[config.mk]
export PLATFORM = sky130hd
export DESIGN_NAME = tioctl_top
export DESIGN_NICKNAME = d
export VERILOG_FILES = /design/src/rtl/tioctl_pkg.sv /design/src/rtl/tioctl_rate_if.sv /design/src/rtl/tioctl_rate_tick.sv /design/src/rtl/tioctl_stretch.sv /design/src/rtl/tioctl_top.sv
export SDC_FILE = /design/constraint.sdc
export NUM_CORES = 1
export LEC_CHECK = 0
export ABC_AREA = 1
export BUFFER_PORTS_ARGS = -buffer_cell sky130_fd_sc_hd__buf_2
export CAP_MARGIN = 20
export CORE_AREA = 2 2 241 243
export CTS_CLUSTER_SIZE = 28
export DETAILED_ROUTE_END_ITERATION = 16
export DIE_AREA = 0 0 243 245
export PLACE_DENSITY_LB_ADDON = 0.1
export SLEW_MARGIN = 30
export SYNTH_ARGS = -nofsm -noshare
export SYNTH_HDL_FRONTEND = slang
export SYNTH_SLANG_ARGS = --single-unit
[constraint.sdc]
create_clock -name clk_in -period 11.2 [get_ports clk_in]
set_input_delay 1.12 -clock clk_in [delete_from_list [all_inputs] [get_ports clk_in]]
set_output_delay 1.12 -clock clk_in [all_outputs]
set_load 0.05 [all_outputs]
[src/rtl/tioctl_pkg.sv]
// shared constants and types for the trigger and sampling control block
package tioctl_pkg;
  localparam int unsigned CLK_HZ       = 20_000_000;
  localparam int unsigned CLK_MHZ      = CLK_HZ / 1_000_000;
  localparam int unsigned PULSE_MIN_NS = 8000;
  localparam int unsigned PULSE_CYC    =
    (PULSE_MIN_NS * CLK_MHZ + 999) / 1000;
  localparam int unsigned DC_START_MAX_US = 80;
  localparam int unsigned DC_START_CYC    = DC_START_MAX_US * CLK_MHZ;
  localparam int unsigned ARM_MAX_US      = 70;
  localparam int unsigned ARM_CYC         = ARM_MAX_US * CLK_MHZ;
  localparam int unsigned CH_LAG_MAX_US   = 700;
  localparam int unsigned CH_LAG_CYC      = CH_LAG_MAX_US * CLK_MHZ;

  localparam int CNT_W  = 8;
  localparam logic [CNT_W-1:0] PULSE_CNT = CNT_W'(PULSE_CYC);

  // rates are carried in millihertz
  localparam int RATE_W = 20;
  localparam logic [RATE_W-1:0] RATE_MIN_MHZ    = 20'h003e8 / 20'h003e8;
  localparam logic [RATE_W-1:0] RATE_HIRES_MAX  = 20'h061a8;
  localparam logic [RATE_W-1:0] RATE_FAST2_MAX  = 20'h7a120;
  localparam logic [RATE_W-1:0] RATE_FAST1_MAX  = 20'hf4240;
  localparam logic [RATE_W-1:0] RATE_FORCED     = 20'h061a8;
  localparam logic [RATE_W-1:0] RATE_RESET      = 20'h061a8;

  // phase accumulator wraps once per second of millihertz
  localparam int ACC_W = 36;
  localparam logic [ACC_W-1:0] ACC_WRAP = 36'h4_a817_c800;

  localparam int MEAS_W = 32;
  localparam int INTG_W = 40;
  localparam int NCH    = 2;

  typedef enum logic [2:0] {
    completion_pulse_mode      = 3'h0,
    periodic_pulse_mode        = 3'h1,
    threshold_level_mode       = 3'h2,
    accumulated_threshold_mode = 3'h3,
    trigger_output_disabled    = 3'h4
  } tioctl_tmode_t;

  typedef enum logic [2:0] {
    steady_level_continuous  = 3'h0,
    steady_level_single_shot = 3'h1,
    energy_continuous        = 3'h2,
    one_shot_energy_capture  = 3'h3,
    swing_continuous         = 3'h4,
    one_shot_swing_capture   = 3'h5
  } tioctl_amode_t;

  typedef enum logic [2:0] {
    CH_IDLE  = 3'b001,
    CH_RUN   = 3'b010,
    CH_ARMED = 3'b100
  } tioctl_ch_st_t;
endpackage

[src/rtl/tioctl_rate_if.sv]
// rate generator request and tick bundle
`timescale 1ns/1ps
interface tioctl_rate_if;
  import tioctl_pkg::*;
  logic [RATE_W-1:0] rate;
  logic              run;
  logic              restart;
  logic              tick;
  modport gen  (input rate, input run, input restart, output tick);
  modport user (output rate, output run, output restart, input tick);
endinterface

[src/rtl/tioctl_rate_tick.sv]
// fractional rate tick generator, one pulse per period of rate
`timescale 1ns/1ps
module tioctl_rate_tick
(
  input  wire logic   clk_in,
  input  wire logic   sys_rst_in,
  tioctl_rate_if.gen  r
);
  import tioctl_pkg::*;

  typedef struct packed {
    logic [ACC_W-1:0] acc;
    logic             tick;
  } tioctl_rt_st_t;

  tioctl_rt_st_t st_q;
  tioctl_rt_st_t st_d;
  logic [ACC_W-1:0] sum;

  always_comb
  begin
    st_d      = st_q;
    sum       = st_q.acc + ACC_W'(r.rate);
    st_d.tick = 1'b0;
    if (r.restart || !r.run)
    begin
      // restart puts the first tick one full period later
      st_d.acc = '0;
    end
    else if (sum >= ACC_WRAP)
    begin
      st_d.acc  = sum - ACC_WRAP;
      st_d.tick = 1'b1;
    end
    else
    begin
      st_d.acc = sum;
    end
  end

  always_ff @(posedge clk_in or posedge sys_rst_in)
  begin
    if (sys_rst_in)
      st_q <= '0;
    else
      st_q <= st_d;
  end

  assign r.tick = st_q.tick;
endmodule

[src/rtl/tioctl_stretch.sv]
// retriggerable pulse stretcher holding its output for a fixed count
`timescale 1ns/1ps
module tioctl_stretch
(
  input  wire logic clk_in,
  input  wire logic sys_rst_in,
  input  wire logic start_in,
  output logic      busy_out
);
  import tioctl_pkg::*;

  typedef struct packed {
    logic [CNT_W-1:0] cnt;
    logic             busy;
  } tioctl_sx_st_t;

  tioctl_sx_st_t st_q;
  tioctl_sx_st_t st_d;

  always_comb
  begin
    st_d = st_q;
    if (start_in)
      st_d.cnt = PULSE_CNT;
    else if (st_q.cnt != '0)
      st_d.cnt = st_q.cnt - CNT_W'(1);
    st_d.busy = (st_d.cnt != '0);
  end

  always_ff @(posedge clk_in or posedge sys_rst_in)
  begin
    if (sys_rst_in)
      st_q <= '0;
    else
      st_q <= st_d;
  end

  assign busy_out = st_q.busy;
endmodule

[src/rtl/tioctl_top.sv]
// trigger output, trigger input, converter and responsivity control
`timescale 1ns/1ps
// How it works
// - output mode: completion, periodic, level, integral, off
// - completion pulse per finished reading, 8 us
// - periodic pulses 0.001 to 1000 Hz
// - level mode: active above threshold, level
// - integral mode: active while sum below limit
// - common start keeps channel triggers aligned
// - separate starts time from own run start
// - programmable output polarity and idle level
// - external trigger enable and edge select
// - external edge acts like run/stop on both
// - pulse and swing modes: trigger only arms
// - single steady conversion starts within 80 us
// - single capture armed within 70 us
// - precision picks converter in steady modes only
// - high resolution limits rate to 25 Hz
// - fast converter capped by installed module count
// - precision change forces illegal rate to 25 Hz
// - attenuator selects combined responsivity and indicator
// - user calibration substitutes user responsivity
module tioctl_top
(
  input  wire logic                       clk_in,
  input  wire logic                       sys_rst_in,
  input  wire tioctl_pkg::tioctl_tmode_t  trig_mode_in,
  input  wire logic                       trig_active_high_in,
  input  wire logic [tioctl_pkg::RATE_W-1:0] trig_freq_in,
  input  wire logic [tioctl_pkg::MEAS_W-1:0] level_thresh_in,
  input  wire logic [tioctl_pkg::INTG_W-1:0] intg_thresh_in,
  input  wire logic                       intg_clear_in,
  input  wire logic [1:0]                 reading_done_in,
  input  wire logic [tioctl_pkg::MEAS_W-1:0] meas_value_in,
  input  wire logic                       power_valid_in,
  input  wire logic [tioctl_pkg::MEAS_W-1:0] power_sample_in,
  input  wire logic                       ext_trig_pin_in,
  input  wire logic                       ext_trig_enable_in,
  input  wire logic                       external_edge_select_in,
  input  wire logic [1:0]                 run_key_in,
  input  wire logic [1:0]                 capture_done_in,
  input  wire tioctl_pkg::tioctl_amode_t  acq_mode_in,
  input  wire logic                       converter_precision_select_in,
  input  wire logic                       two_modules_in,
  input  wire logic                       sample_rate_wr_in,
  input  wire logic [tioctl_pkg::RATE_W-1:0] sample_rate_setting_in,
  input  wire logic                       attenuator_present_in,
  input  wire logic                       attenuator_select_in,
  input  wire logic                       user_responsivity_enable_in,
  input  wire logic [31:0]                user_responsivity_value_in,
  input  wire logic [31:0]                resp_bare_in,
  input  wire logic [31:0]                resp_atten_in,
  output logic                            trig_out,
  output logic [1:0]                      conv_start_out,
  output logic [1:0]                      gate_out,
  output logic [1:0]                      armed_out,
  output logic                            hires_adc_out,
  output logic [tioctl_pkg::RATE_W-1:0]   sample_rate_out,
  output logic [31:0]                     resp_out,
  output logic [31:0]                     module_responsivity_view_out,
  output logic                            atten_ind_out,
  output logic                            user_cal_ind_out
);
  import tioctl_pkg::*;

  typedef struct packed {
    tioctl_ch_st_t [NCH-1:0] ch;
    logic [NCH-1:0]    conv;
    logic [NCH-1:0]    restart;
    logic [NCH-1:0]    arm;
    logic [2:0]        sync;
    logic              prec;
    logic              hires;
    logic [RATE_W-1:0] rate;
    logic              lvl;
    logic [INTG_W-1:0] sum;
    logic              trig;
    logic [31:0]       resp;
    logic [31:0]       mresp;
    logic              atten_ind;
    logic              user_ind;
  } tioctl_top_st_t;

  tioctl_top_st_t st_q;
  tioctl_top_st_t st_d;

  tioctl_rate_if ch_if [NCH] ();
  tioctl_rate_if fq_if ();

  logic [NCH-1:0]    ch_tick;
  logic              pulse_start;
  logic              stretch_busy;
  logic              ext_edge;
  logic              single;
  logic              steady;
  logic              active;
  logic              ev;
  logic [RATE_W-1:0] rate_max;
  logic [INTG_W:0]   sum_ext;

  genvar gi;
  generate
    for (gi = 0; gi < NCH; gi++)
    begin : g_ch
      // both channels share one restart cycle on a common start
      assign ch_if[gi].rate    = st_q.rate;
      assign ch_if[gi].restart = st_q.restart[gi];
      assign ch_if[gi].run     = (st_q.ch[gi] == CH_RUN);
      assign ch_tick[gi]       = ch_if[gi].tick;
      tioctl_rate_tick u_ch_tick
      (
        .clk_in     (clk_in),
        .sys_rst_in (sys_rst_in),
        .r          (ch_if[gi])
      );
    end
  endgenerate

  assign fq_if.rate    = trig_freq_in;
  assign fq_if.run     = (trig_mode_in == periodic_pulse_mode);
  assign fq_if.restart = 1'b0;

  tioctl_rate_tick u_fq_tick
  (
    .clk_in     (clk_in),
    .sys_rst_in (sys_rst_in),
    .r          (fq_if)
  );

  // retrigger inside a pulse extends it rather than merging edges
  tioctl_stretch u_stretch
  (
    .clk_in     (clk_in),
    .sys_rst_in (sys_rst_in),
    .start_in   (pulse_start),
    .busy_out   (stretch_busy)
  );

  always_comb
  begin
    pulse_start = 1'b0;
    case (trig_mode_in)
      completion_pulse_mode: pulse_start = |reading_done_in;
      periodic_pulse_mode:   pulse_start = fq_if.tick;
      default:               pulse_start = 1'b0;
    endcase
  end

  always_comb
  begin
    st_d    = st_q;
    ev      = 1'b0;
    active  = 1'b0;
    sum_ext = '0;
    single  = (acq_mode_in == steady_level_single_shot) ||
              (acq_mode_in == one_shot_energy_capture) ||
              (acq_mode_in == one_shot_swing_capture);
    steady  = (acq_mode_in == steady_level_continuous) ||
              (acq_mode_in == steady_level_single_shot);

    // the second and third stages feed the edge detector
    st_d.sync = {st_q.sync[1:0], ext_trig_pin_in};
    ext_edge  = ext_trig_enable_in && (external_edge_select_in ?
                (st_q.sync[1] && !st_q.sync[2]) :
                (!st_q.sync[1] && st_q.sync[2]));

    st_d.conv    = '0;
    st_d.restart = '0;
    for (int i = 0; i < NCH; i++)
    begin
      ev = ext_edge || run_key_in[i];
      case (st_q.ch[i])
        CH_IDLE:
        begin
          if (ev && single && steady)
            st_d.conv[i] = 1'b1;
          else if (ev && single)
            st_d.ch[i] = CH_ARMED;
          else if (ev)
          begin
            st_d.ch[i]      = CH_RUN;
            st_d.restart[i] = 1'b1;
            st_d.conv[i]    = steady;
          end
        end
        CH_RUN:
        begin
          if (ev)
            st_d.ch[i] = CH_IDLE;
          else if (steady && ch_tick[i])
            st_d.conv[i] = 1'b1;
        end
        CH_ARMED:
        begin
          if (capture_done_in[i])
            st_d.ch[i] = CH_IDLE;
        end
        default: st_d.ch[i] = CH_IDLE;
      endcase
      // capture modes are enabled, never forced at the edge
      st_d.arm[i] = (st_d.ch[i] == CH_ARMED) ||
                    ((st_d.ch[i] == CH_RUN) && !steady);
    end

    rate_max = converter_precision_select_in ? RATE_HIRES_MAX :
               (two_modules_in ? RATE_FAST2_MAX : RATE_FAST1_MAX);
    st_d.prec  = converter_precision_select_in;
    st_d.hires = converter_precision_select_in && steady;
    if (sample_rate_wr_in)
    begin
      if (sample_rate_setting_in < RATE_MIN_MHZ)
        st_d.rate = RATE_MIN_MHZ;
      else if (sample_rate_setting_in > rate_max)
        st_d.rate = rate_max;
      else
        st_d.rate = sample_rate_setting_in;
    end
    else if (st_q.rate > rate_max)
      st_d.rate = (st_q.prec != converter_precision_select_in) ?
                  RATE_FORCED : rate_max;

    // equal readings leave the level where it was
    if (|reading_done_in)
    begin
      if (meas_value_in > level_thresh_in)
        st_d.lvl = 1'b1;
      else if (meas_value_in < level_thresh_in)
        st_d.lvl = 1'b0;
    end

    // saturating sum so a long run cannot wrap back below the limit
    if (intg_clear_in || trig_mode_in != accumulated_threshold_mode)
      st_d.sum = '0;
    else if (power_valid_in)
    begin
      sum_ext  = {1'b0, st_q.sum} + (INTG_W + 1)'(power_sample_in);
      st_d.sum = sum_ext[INTG_W] ? '1 : sum_ext[INTG_W-1:0];
    end

    case (trig_mode_in)
      completion_pulse_mode:      active = stretch_busy;
      periodic_pulse_mode:        active = stretch_busy;
      threshold_level_mode:       active = st_q.lvl;
      accumulated_threshold_mode: active = st_q.sum < intg_thresh_in;
      default:                    active = 1'b0;
    endcase
    st_d.trig = active ~^ trig_active_high_in;

    st_d.mresp     = (attenuator_select_in && attenuator_present_in) ?
                     resp_atten_in : resp_bare_in;
    st_d.resp      = user_responsivity_enable_in ?
                     user_responsivity_value_in : st_d.mresp;
    st_d.atten_ind = attenuator_select_in && attenuator_present_in &&
                     !user_responsivity_enable_in;
    st_d.user_ind  = user_responsivity_enable_in;
  end

  always_ff @(posedge clk_in or posedge sys_rst_in)
  begin
    if (sys_rst_in)
    begin
      st_q      <= '0;
      st_q.ch[0] <= CH_IDLE;
      st_q.ch[1] <= CH_IDLE;
      st_q.rate <= RATE_RESET;
      st_q.trig <= 1'b1;
      st_q.prec <= 1'b1;
    end
    else
      st_q <= st_d;
  end

  assign trig_out                     = st_q.trig;
  assign conv_start_out               = st_q.conv;
  assign armed_out                    = st_q.arm;
  assign hires_adc_out                = st_q.hires;
  assign sample_rate_out              = st_q.rate;
  assign resp_out                     = st_q.resp;
  assign module_responsivity_view_out = st_q.mresp;
  assign atten_ind_out                = st_q.atten_ind;
  assign user_cal_ind_out             = st_q.user_ind;

  always_comb
  begin
    for (int i = 0; i < NCH; i++)
      gate_out[i] = (st_q.ch[i] == CH_RUN);
  end
endmodule

==> reports/metrics.cfg, run 1 <==
[synth]
synth_top_family_by_area = simple AND/OR/NAND/NOR gates
synthSimpleGateAreaFrac = 0.392
ys_seq_elements = 265
syn_inst = 4056
syn_area_sq_um = 25400
ys.flop_type = dfrtp_1
synthMuxAreaShare = 0
async_reset_ff_frac = 1.00
synth_xor_area_frac = 0.0297
synth-adder-area-share = 0.0997
synth_compound_area_frac = 0.0894
synth_seq_area_share = 0.262
postSynthAreaPerCell_sq_um = 6.26
synth_cell_types = 59
syn_nets = 4554
synth_warnings = 0
synth_edf_count = 0

[hold_path]
hold_path_class = reg -> reg
hp-start = st_d[131]$_DFF_PP0_
hold_depth = 0
holdPathEnd = st_d[132]$_DFF_PP0_

[timing]
worst_slew_pin_slew_ps = 862
maxSlewViolCount = 0
fin_setup_tns_ps = 0
rsz0062_at_grt = false
setup_viol = 0
period_share = 0.359
fin_skew_ps = 13.9
fmax_ghz = 0.248
hold_violations = 0
relSlewSlack = 0.424
hold-worst-slack_ps = 346
min_period_ps = 4020

[grt]
grt_max_degree = 76
track_usage = 0.257
grt_antenna_before_repair = 1
grt.overflow.total = 0
grtUsageMet2 = 0.435
grt_util_met3 = 0.0413
grt_pass1_wl_microns = 124000
grt_pass1_vias = 24000
grt_util_met1 = 0.338
top_usage_layer = met2

[floorplan]
die_w_microns = 243
pin_count = 392
initial_core_util = 0.445
dieArea_sq_um = 59500
dieHeight_microns = 245
row_count = 88
core_sq_um = 57000

[worst_setup_path]
reg2regPathDepth = 19
path_cells = ha_1 -> nand2_1 -> inv_1 -> a21oi_1 -> nor2_1 -> nor2_1 -> nand3_1 -> nand3_1 -> nand2_1 -> inv_2 -> nand2_1 -> nand2_1 -> nor2_1 -> nor2_2 -> nand3_4 -> inv_2 -> nand2_1 -> nand2_1 -> nor2_1
r2r-end = g_ch[0].u_ch_tick.st_q[13]$_DFF_PP0_
reg2reg_setup_slack_ps = 7180
worstPathArrival_ps = 4440
worstSetupStartpointType = flip-flop
r2r-start = sample_rate_out[16]$_DFFE_PP0P_
critical_path.max_stage_delay_ps = 720
required_ps = 11610
path_class = reg -> reg
end_kind = flip-flop
slowest_stage = dfrtp_1
worstPathBufferInverterCount = 3
crit_family = simple AND/OR/NAND/NOR gates
crit_fanout = 37
crit_top_cell = nand2_1

[clocking]
post_cts_buffers = 0
clk_path_buf_depth = 3
ctsHoldBuffers = 0
path_clk_slew_ps = 60
clockRootBuffer = clkbuf_16
cts_sinks = 265
cts_tree = done
post_cts_resized = 0
cts-buffers-inserted = 36
htree_num_levels = 2
clock_latency_ps = 560

[power]
powerDensity_nw_per_um2 = 126
p_sw_mw = 1.38
clkPwrFrac = 0.360
total_leakage_power_nw = 16.5
pwr-share-comb = 0.322
netSwitchingFraction = 0.382
seqPwrFrac = 0.318
p_int_mw = 2.23
ir_drop_v = 0.000103

[finish]
nets = 4849
fillerInstances = 6111
area_growth_pct = 13.2
drive_above_1_share = 0.138

[routing]
drc = 0
drt_iter0_drc = 1508
finalWirelength_microns = 77500
ant_nets = 0
vias = 25700
via_per_inst = 4.99
routedWlPerCell_microns = 15.1
dr.pass1.iters = 5

[place]
dp_hpwl_microns = 62200
place_congestion = 0.941
numPortBuffers = 391

[run]
drv_cap = 0

[outcome]
status = finished, final reports clean

==> registers in the layout, summed over array words and instances (netlist names), 8 cells and up <==
register,flops
g_ch.u_ch_tick.st_q,72
u_fq_tick.st_q,36
sample_rate_out,20
st_q,49
module_responsivity_view_out,32
resp_out,32
u_stretch.st_q,8
==> metal layers <==
layer | vias up | share of wire
met5 | - | 0
met2 | 673 | 0.46
met4 | 0 | 0.026
li1 | 13300 | -
met3 | 113 | 0.062
met1 | 11500 | 0.45
==> layout make-up <==
class	instances	area, sq um	area share
clock buffer	49	1070	0.0372
timing repair buffer	401	2040	0.0708
inverter	602	2270	0.0789
sequential	265	6640	0.231
tap	765	957	0.0333
multi-input combinational	3045	15500	0.540
antenna	1	2.50	0.0000870
clock inverter	14	256	0.00892
==> power by group through the flow <==
| stage | Clock (mW) | Combinational [mW] | Sequential [mW] |
|---|---|---|---|
| 3_5_place_dp | 0 | 1.16 | 1.16 |
| 6_report | 1.30 | 1.16 | 1.15 |
| 5_1_grt | 1.37 | 1.30 | 1.15 |
| 2_1_floorplan | 0 | 0.911 | 1.11 |
| 3_3_place_gp | 0 | 1.16 | 1.16 |
| 4_1_cts | 1.33 | 1.16 | 1.15 |
==> cells in the final DEF (no fill, tap or decap), types with 34 or more instances in the layout <==
master / count
a21oi_1: 182
a31oi_1: 34
buf_2: 391
clkbuf_16: 37
dfrtp_1: 255
ha_1: 196
inv_1: 578
nand2_1: 1375
nand2_2: 34
nand3_1: 282
nand4_1: 53
nor2_1: 450
nor3_1: 48
o21ai_0: 88
xnor2_1: 36
xor2_1: 50
==> worst max path at each step <==
stage | start | end | slack [ps] | cells after the start
floorplan | sys_rst_in | armed_out[0]$_DFF_PP0_ | 2800 | 1
global placement | trig_freq_in[0] | u_fq_tick.st_q[30]$_DFF_PP0_ | 6730 | 23
detailed placement | trig_freq_in[0] | u_fq_tick.st_q[20]$_DFF_PP0_ | 6620 | 23
CTS | trig_freq_in[0] | u_fq_tick.st_q[20]$_DFF_PP0_ | 7210 | 23
global route | trig_freq_in[0] | u_fq_tick.st_q[27]$_DFF_PP0_ | 6730 | 23
finish | sample_rate_out[16]$_DFFE_PP0P_ | g_ch[0].u_ch_tick.st_q[13]$_DFF_PP0_ | 7180 | 19
==> metrics by stage <==
| stage | area (sq um) | utilization | total power, mW | worst slack, ps | instances |
|---|---|---|---|---|---|
| final | 28800 | 0.504 | 3.61 | 7180 | 5142 |
| after global routing | 28800 | 0.504 | 3.82 | 6730 | 5141 |
| after CTS | 28800 | 0.504 | 3.64 | 7210 | 5141 |
| after floorplan | 25400 | - | 2.02 | 2800 | 4056 |
| after global placement | 27400 | 0.481 | 2.32 | 6730 | 5078 |
| after detailed placement | 27400 | 0.481 | 2.32 | 6620 | 5078 |
==> synth_stat cells, types with 5 or more instances <==
library cell / number / area (sq um)
nor2_4: 7 / 78.8
buf_4: 94 / 706
xnor2_1: 36 / 315
nor4_1: 15 / 93.8
inv_1: 579 / 2170
o21bai_1: 6 / 45.0
nor3_1: 48 / 240
dfstp_2: 10 / 263
nand3_1: 282 / 1410
and2_1: 6 / 37.5
a31oi_1: 34 / 213
inv_2: 21 / 78.8
nor2_2: 28 / 175
nand4_1: 53 / 332
dfrtp_1: 255 / 6380
o21ai_0: 88 / 440
buf_2: 6 / 30.0
a21oi_1: 182 / 911
buf_6: 8 / 90.1
o2111ai_1: 5 / 43.8
clkbuf_1: 33 / 124
nor2_1: 452 / 1700
or2_2: 12 / 75.1
o21a_1: 9 / 67.6
nand3_2: 14 / 140
ha_1: 196 / 2450
o211ai_1: 15 / 113
nand3b_1: 22 / 165
a21o_1: 23 / 173
xor2_1: 50 / 438
nand2_2: 34 / 213
o21ai_1: 5 / 25.0
nand2_1: 1375 / 5160
==> logic make-up after synthesis <==
kind of cell	count (synthesis)
adder cells (fa/ha/maj)	200
buffers and inverters	746
AO/OA/AOI/OAI	396
flip-flops	265
XOR/XNOR	86
AND/OR/NAND/NOR	2363
No activity file was read; power rests on OpenSTA's default activity.
==> run 2, diff against run 1 <==
Clock period 11.2 ns to 3.4 ns, I/O delays scaled along.
==> run 2 against run 1 <==
Compared with the run above: worst setup slack worse by 7100 ps; critical path depth up 4; routed wire length up 5.9%; sequential power rose to 3.3 times the previous value; clock skew up 3.7 ps; global-route usage up 1.0 points; register-to-register slack worse by 7100 ps; core utilization up 4.5 points; flip-flop and latch count unchanged; total power rose to 3.4 times the previous value; hold slack worse by 320 ps; first-iteration DRC count up 6.0%; largest power group is now combinational cells.
==> reports/metrics.cfg, run 2 (synthesis gave the netlist of run 1 again) <==
[outcome]
status = finished, final reports clean

[clocking]
htree_num_levels = 2  ; unchanged
clock_latency_ps = 560  ; about the same
clk_path_buf_depth = 3  ; unchanged
cts-buffers-inserted = 36  ; unchanged
cts_tree = done
clockRootBuffer = clkbuf_16
path_clk_slew_ps = 50  ; about the same
cts_sinks = 265  ; unchanged

[worst_setup_path]
required_ps = 3870  ; -7740 ps
path_cells = ha_2 -> nand2_2 -> inv_1 -> a21oi_1 -> nand2_2 -> nand2_1 -> nand2_1 -> nand2_1 -> nand2_1 -> buf_4 -> nand3_2 -> nand2_2 -> nor2_4 -> nand2_2 -> nand2_4 -> inv_2 -> nor2_2 -> nor2_4 -> buf_4 -> clkbuf_16 -> nand2_1 -> nand2_1 -> nor2_1
setup.worst_path.start = sample_rate_out[5]$_DFFE_PP1P_
critical_path.max_stage_delay_ps = 620  ; -100 ps
end_kind = flip-flop
crit_fanout = 12  ; -68%
worstSetupStartpointType = flip-flop
crit_top_cell = nand2_1
reg2reg_setup_slack_ps = 80  ; -7090 ps
reg2regPathDepth = 23  ; +4
path_class = reg -> reg
slowest_stage = dfstp_2
worstPathArrival_ps = 3790  ; -650 ps
r2r-start = sample_rate_out[5]$_DFFE_PP1P_

[timing]
fin_skew_ps = 17.6  ; +3.70 ps
relSlewSlack = 0.363  ; -0.0611
maxSlewViolCount = 0  ; unchanged
min_period_ps = 3320  ; -708 ps
period_share = 0.975  ; +0.616
hold-worst-slack_ps = 24.8  ; -322 ps
fmax_ghz = 0.302  ; +21%
worst_slew_pin_slew_ps = 954  ; +91.6 ps
setup_viol = 0  ; unchanged
rsz0062_at_grt = true
hold_violations = 0  ; unchanged

[grt]
grt_pass1_vias = 24900  ; +3.6%
track_usage = 0.268  ; +0.0103
grt.overflow.total = 0  ; unchanged
grt_max_degree = 73  ; -3.9%
grt_pass1_wl_microns = 129000  ; +4.3%
grt_antenna_before_repair = 1  ; unchanged

[floorplan]
row_count = 88  ; unchanged
initial_core_util = 0.445  ; unchanged
pin_count = 392  ; unchanged
die_w_microns = 243  ; unchanged
dieArea_sq_um = 59500  ; unchanged
dieHeight_microns = 245  ; unchanged
core_sq_um = 57000  ; unchanged

[place]
dp_hpwl_microns = 65500  ; +5.3%
place_congestion = 0.955  ; +1.5%
numPortBuffers = 391  ; unchanged
place_inst = 5217  ; +2.7%

[routing]
drc = 0  ; unchanged
dr.pass1.iters = 7  ; +2
ant_nets = 0  ; unchanged
via_per_inst = 4.99  ; about the same
routedWlPerCell_microns = 15.3  ; +1.7%
vias = 26700  ; +4.1%
finalWirelength_microns = 82100  ; +5.9%
drt_iter0_drc = 1599  ; +6.0%

[hold_path]
hp-start = resp_bare_in[18]
hold_path_class = in -> reg
hold_depth = 3  ; +3

[power]
total_leakage_power_nw = 17.6  ; +6.6%
ir_drop_v = 0.000353  ; +240%
powerDensity_nw_per_um2 = 394  ; +210%

[run]
drv_cap = 0  ; unchanged

[finish]
stdcell_count = 5352  ; +4.1%
area_growth_pct = 23.4
reg_top3 = g_ch.u_ch_tick.st_q (72), st_q (49), u_fq_tick.st_q (36)
top_register = g_ch.u_ch_tick.st_q
fin_util = 0.549  ; +0.0450
drive_above_1_share = 0.202  ; +0.0637
largest_reg_flops = 72  ; unchanged
nets = 5060  ; +4.4%
final_common_cell = nand2_1
final_cell_mix = nand2_1 (1325), inv_1 (577), nor2_1 (433)

## run 2: cell types whose count changed in the layout (fill, tap and decap cells not counted), moves of 13 or more
cell / delta
buf_4: +161
ha_2: +13
ha_4: +23
nor2_1: -17
nand2_1: -50
dlygate4sd3_1: +33
ha_1: -36
nor2_4: +13
nand2_2: +47
nand3_1: -18
## run 2: final timing paths
check / to
hold reg to reg: st_d[132]$_DFF_PP0_
min in group asynchronous: g_ch[1].u_ch_tick.st_q[34]$_DFF_PP0_
max in group asynchronous: resp_out[19]$_DFF_PP0_
setup / recovery: g_ch[1].u_ch_tick.st_q[13]$_DFF_PP0_
setup reg to reg: g_ch[1].u_ch_tick.st_q[13]$_DFF_PP0_
hold / removal: module_responsivity_view_out[18]$_DFF_PP0_
## run 2: critical path: cells and delay by family, from the launching register on
family                   cells  cell delay (ps)
adder cells (fa/ha/maj)      1              340
AO/OA/AOI/OAI                1              200
buffers and inverters        5              570
AND/OR/NAND/NOR             16             1490
flip-flops                   1              620
## run 2: area by class of cell
type | instances | area, sq um
Tap cell | 765 | 957
Inverter | 602 | 2270
Multi-Input combinational cell | 3047 | 16300
Timing Repair Buffer | 610 | 3870
Fill cell | 5812 | 25700
Clock buffer | 45 | 996
Sequential cell | 265 | 6660
Clock inverter | 17 | 270
Antenna cell | 1 | 2.50
## run 2: per-stage QoR
step / total power [mW] / cell area (sq um) / setup TNS (ps) / setup WS, ps
4_1_cts: 12.1 / 30200 / 0 / 6.69
6_report: 12.4 / 31300 / 0 / 83.7
5_1_grt: 13.1 / 31300 / -562 / -51.9
3_3_place_gp: 7.86 / 28600 / -2850 / -150
3_5_place_dp: 7.88 / 28600 / -3750 / -158
2_1_floorplan: 6.67 / 25400 / -109480 / -429
## run 2: metal layers
layer,share of wire,track usage
met1,0.45,0.350
met2,0.46,0.447
met3,0.056,0.0446
met4,0.034,0.0929
met5,0,0
## run 2: where the power goes
part	internal, mW	switching (mW)
sequential	3.46	0.329
combinational	1.55	2.89
clock	2.60	1.52
## run 2: what timing repair did
action,4_1_cts,5_1_grt
endpoints found under the hold margin,59,0
pin swaps,0,33
setup endpoints to repair,53,77
gates resized for setup,10,183
hold buffers,33,0
setup buffers,0,33
cloned,1,5
==> run 3, diff against run 2 <==
Settings changed: CORE_AREA 2 2 241 243 to 2 2 281 283, DIE_AREA 0 0 243 245 to 0 0 283 285, SETUP_SLACK_MARGIN from default to 0.4.
==> run 3 against run 2 <==
Compared with the run above: first-iteration DRC count shrank 17%; total power rose by 3.9%; routed wire length increased by 13%; flip-flop and latch count stayed put; die area up 35%; count of clock-buffer cells in the layout rose by 12; critical path depth increased by 1; sequential share of layout area shrank 2.4 points; hold slack improved by 18 ps; via count is 2.3% higher; clock power is 8.3% lower; critical path type unchanged; critical endpoint is now g_ch[1].u_ch_tick.st_q[19]$_DFF_PP0_; largest power group unchanged; highest routed layer unchanged.
==> reports/metrics.cfg, run 3 (synthesis gave the netlist of run 1 again) <==
[hold_path]
hold_path_class = in -> reg
hp-start = resp_atten_in[2]
hold_depth = 3  ; unchanged
holdPathEnd = module_responsivity_view_out[2]$_DFF_PP0_

[timing]
period_share = 0.938  ; -0.0375
rsz0062_at_grt = true
fmax_ghz = 0.314  ; +4.0%
fin_setup_tns_ps = 0  ; unchanged
worst_slew_pin_slew_ps = 920  ; -34.4 ps
min_period_ps = 3190  ; -128 ps
maxSlewViolCount = 0  ; unchanged
fin_skew_ps = 20.3  ; +2.66 ps
hold_violations = 0  ; unchanged
setup_viol = 0  ; unchanged
relSlewSlack = 0.386  ; +0.0230

[place]
place_congestion = 0.924  ; -3.3%
dp_hpwl_microns = 71400  ; +9.0%
numPortBuffers = 391  ; unchanged

[grt]
grt_antenna_before_repair = 3  ; +2
grt_pass1_vias = 26300  ; +5.4%
grt.overflow.total = 0  ; unchanged
track_usage = 0.218  ; -0.0498
grt_pass1_wl_microns = 142000  ; +9.9%
grt_max_degree = 85  ; +16%

[finish]
area_growth_pct = 39.0
final_common_cell = nand2_1
reg_top3 = g_ch.u_ch_tick.st_q (72), st_q (49), u_fq_tick.st_q (36)
nets = 5208  ; +2.9%
final_cell_mix = nand2_1 (1091), inv_1 (559), buf_2 (391)
largest_reg_flops = 72  ; unchanged
top_register = g_ch.u_ch_tick.st_q
drive_above_1_share = 0.317  ; +0.115

[worst_setup_path]
r2r-end = g_ch[1].u_ch_tick.st_q[19]$_DFF_PP0_
crit_top_cell = nand2_4
required_ps = 3800  ; -70 ps
r2r-start = sample_rate_out[13]$_DFFE_PP1P_
end_kind = flip-flop
crit_fanout = 5  ; -7
reg2regPathDepth = 24  ; +4.3%
critical_path.max_stage_delay_ps = 640  ; +20 ps
slowest_stage = dfstp_2
worstSetupStartpointType = flip-flop
path_cells = buf_12 -> ha_4 -> nand2_4 -> inv_4 -> nand2_4 -> inv_2 -> nand2_2 -> nand2_4 -> a21oi_4 -> nand2_4 -> nand2_2 -> nand2_2 -> nand2_2 -> nand2_4 -> nand2_4 -> nand2_4 -> nor2_4 -> nand2_2 -> nor2_4 -> buf_12 -> clkbuf_16 -> nand2_2 -> nand2_1 -> nor2_1
path_class = reg -> reg
reg2reg_setup_slack_ps = 210  ; +130 ps
worstPathArrival_ps = 3590  ; -200 ps

[floorplan]
die_w_microns = 283  ; +16%
initial_core_util = 0.326  ; -0.120
core_sq_um = 78000  ; +37%
pin_count = 392  ; unchanged
dieArea_sq_um = 80700  ; +35%
dieHeight_microns = 285  ; +16%
row_count = 103  ; +17%

[routing]
via_per_inst = 4.72  ; -5.4%
routedWlPerCell_microns = 16.0  ; +4.2%
drt_iter0_drc = 1327  ; -17%
dr.pass1.iters = 5  ; -2
finalWirelength_microns = 92500  ; +13%
ant_nets = 0  ; unchanged
vias = 27300  ; +2.3%
drc = 0  ; unchanged

[clocking]
cts_sinks = 265  ; unchanged
path_clk_slew_ps = 60  ; about the same
htree_num_levels = 2  ; unchanged
clockRootBuffer = clkbuf_16
cts-buffers-inserted = 37  ; +2.8%
clk_path_buf_depth = 3  ; unchanged
clock_latency_ps = 570  ; about the same
cts_tree = done

[power]
powerDensity_nw_per_um2 = 364  ; -7.8%
power_mw = 12.8  ; +3.9%
total_leakage_power_nw = 19.0  ; +7.8%
ir_drop_v = 0.000315  ; -11%

[outcome]
status = finished, final reports clean

[run]
drv_cap = 0  ; unchanged

-- run 3: changes by cell type in the layout (fill, tap and decap cells not counted), moves of 24 or more --
cell,previous run,this run
nor2_4,20,62
nand2_4,6,81
buf_4,170,282
nand3_1,264,221
nand2_1,1325,1091
ha_1,160,136
ha_4,23,55
nand2_2,81,239
nand3_2,26,55
a21oi_1,175,150
nor2_1,433,370
-- run 3: cell type report --
cell class	count	area, sq um
fillers	8118	42700
flip-flops and latches	265	6660
repair buffers	757	5220
inverters	602	2290
clock buffers	57	1080
clock inverters	10	66.3
well taps	1050	1310
diodes	1	2.50
multi-input cells	3046	18700
repair inverters	1	11.3
-- run 3: metal layers --
metal,global-route usage,part of all wire,vias to the layer above
met3,0.0273,0.040,103
met2,0.371,0.47,514
met5,0,0,-
li1,-,-,14100
met4,0.0501,0.022,0
met1,0.293,0.47,12600
-- run 3: how the worst max path moves through the flow --
stage | endpoint | start
2_1_floorplan | armed_out[0]$_DFF_PP0_ | sys_rst_in
3_3_place_gp | u_fq_tick.st_q[30]$_DFF_PP0_ | trig_freq_in[0]
3_5_place_dp | u_fq_tick.st_q[18]$_DFF_PP0_ | trig_freq_in[0]
4_1_cts | g_ch[1].u_ch_tick.st_q[28]$_DFF_PP0_ | sample_rate_out[7]$_DFFE_PP1P_
5_1_grt | g_ch[0].u_ch_tick.st_q[26]$_DFF_PP0_ | sample_rate_out[0]$_DFFE_PP0P_
6_report | g_ch[1].u_ch_tick.st_q[19]$_DFF_PP0_ | sample_rate_out[13]$_DFFE_PP1P_
-- run 3: worst max-delay path: cells and delay by family, from the launching register on --
kind | cells | cell delay, ps
flip-flops | 1 | 640
adder cells (fa/ha/maj) | 1 | 220
AO/OA/AOI/OAI | 1 | 220
buffers and inverters | 5 | 530
AND/OR/NAND/NOR | 17 | 1410
-- run 3: metrics by stage --
| stage | std cells | hold WS [ps] | area [sq um] | worst slack (ps) | utilization |
|---|---|---|---|---|---|
| finish | 5789 | 42.6 | 35300 | 211 | 0.453 |
| global route | 5789 | 33.4 | 35300 | 79.9 | 0.453 |
| CTS | 5699 | 11.6 | 32100 | 239 | 0.411 |
| detailed placement | 5564 | 343 | 29400 | -222 | 0.377 |
| global placement | 5564 | 343 | 29400 | -195 | 0.377 |
| floorplan | 4056 | 331 | 25400 | -429 | - |
-- run 3: power breakdown --
part / switching, mW / leakage, nW / internal, mW
Sequential: 0.299 / 3.44 / 3.46
Combinational: 3.33 / 15.0 / 1.97
Clock: 1.59 / 0.561 / 2.19
-- run 3: what timing repair did --
item                                   4_1_cts  5_1_grt
endpoints found under the hold margin       58        0
setup endpoints to repair                  118      131
cloned                                       3        7
hold buffers                                36        0
setup buffers                               29       82
resized for setup                          186      640
pin swaps                                   38      232
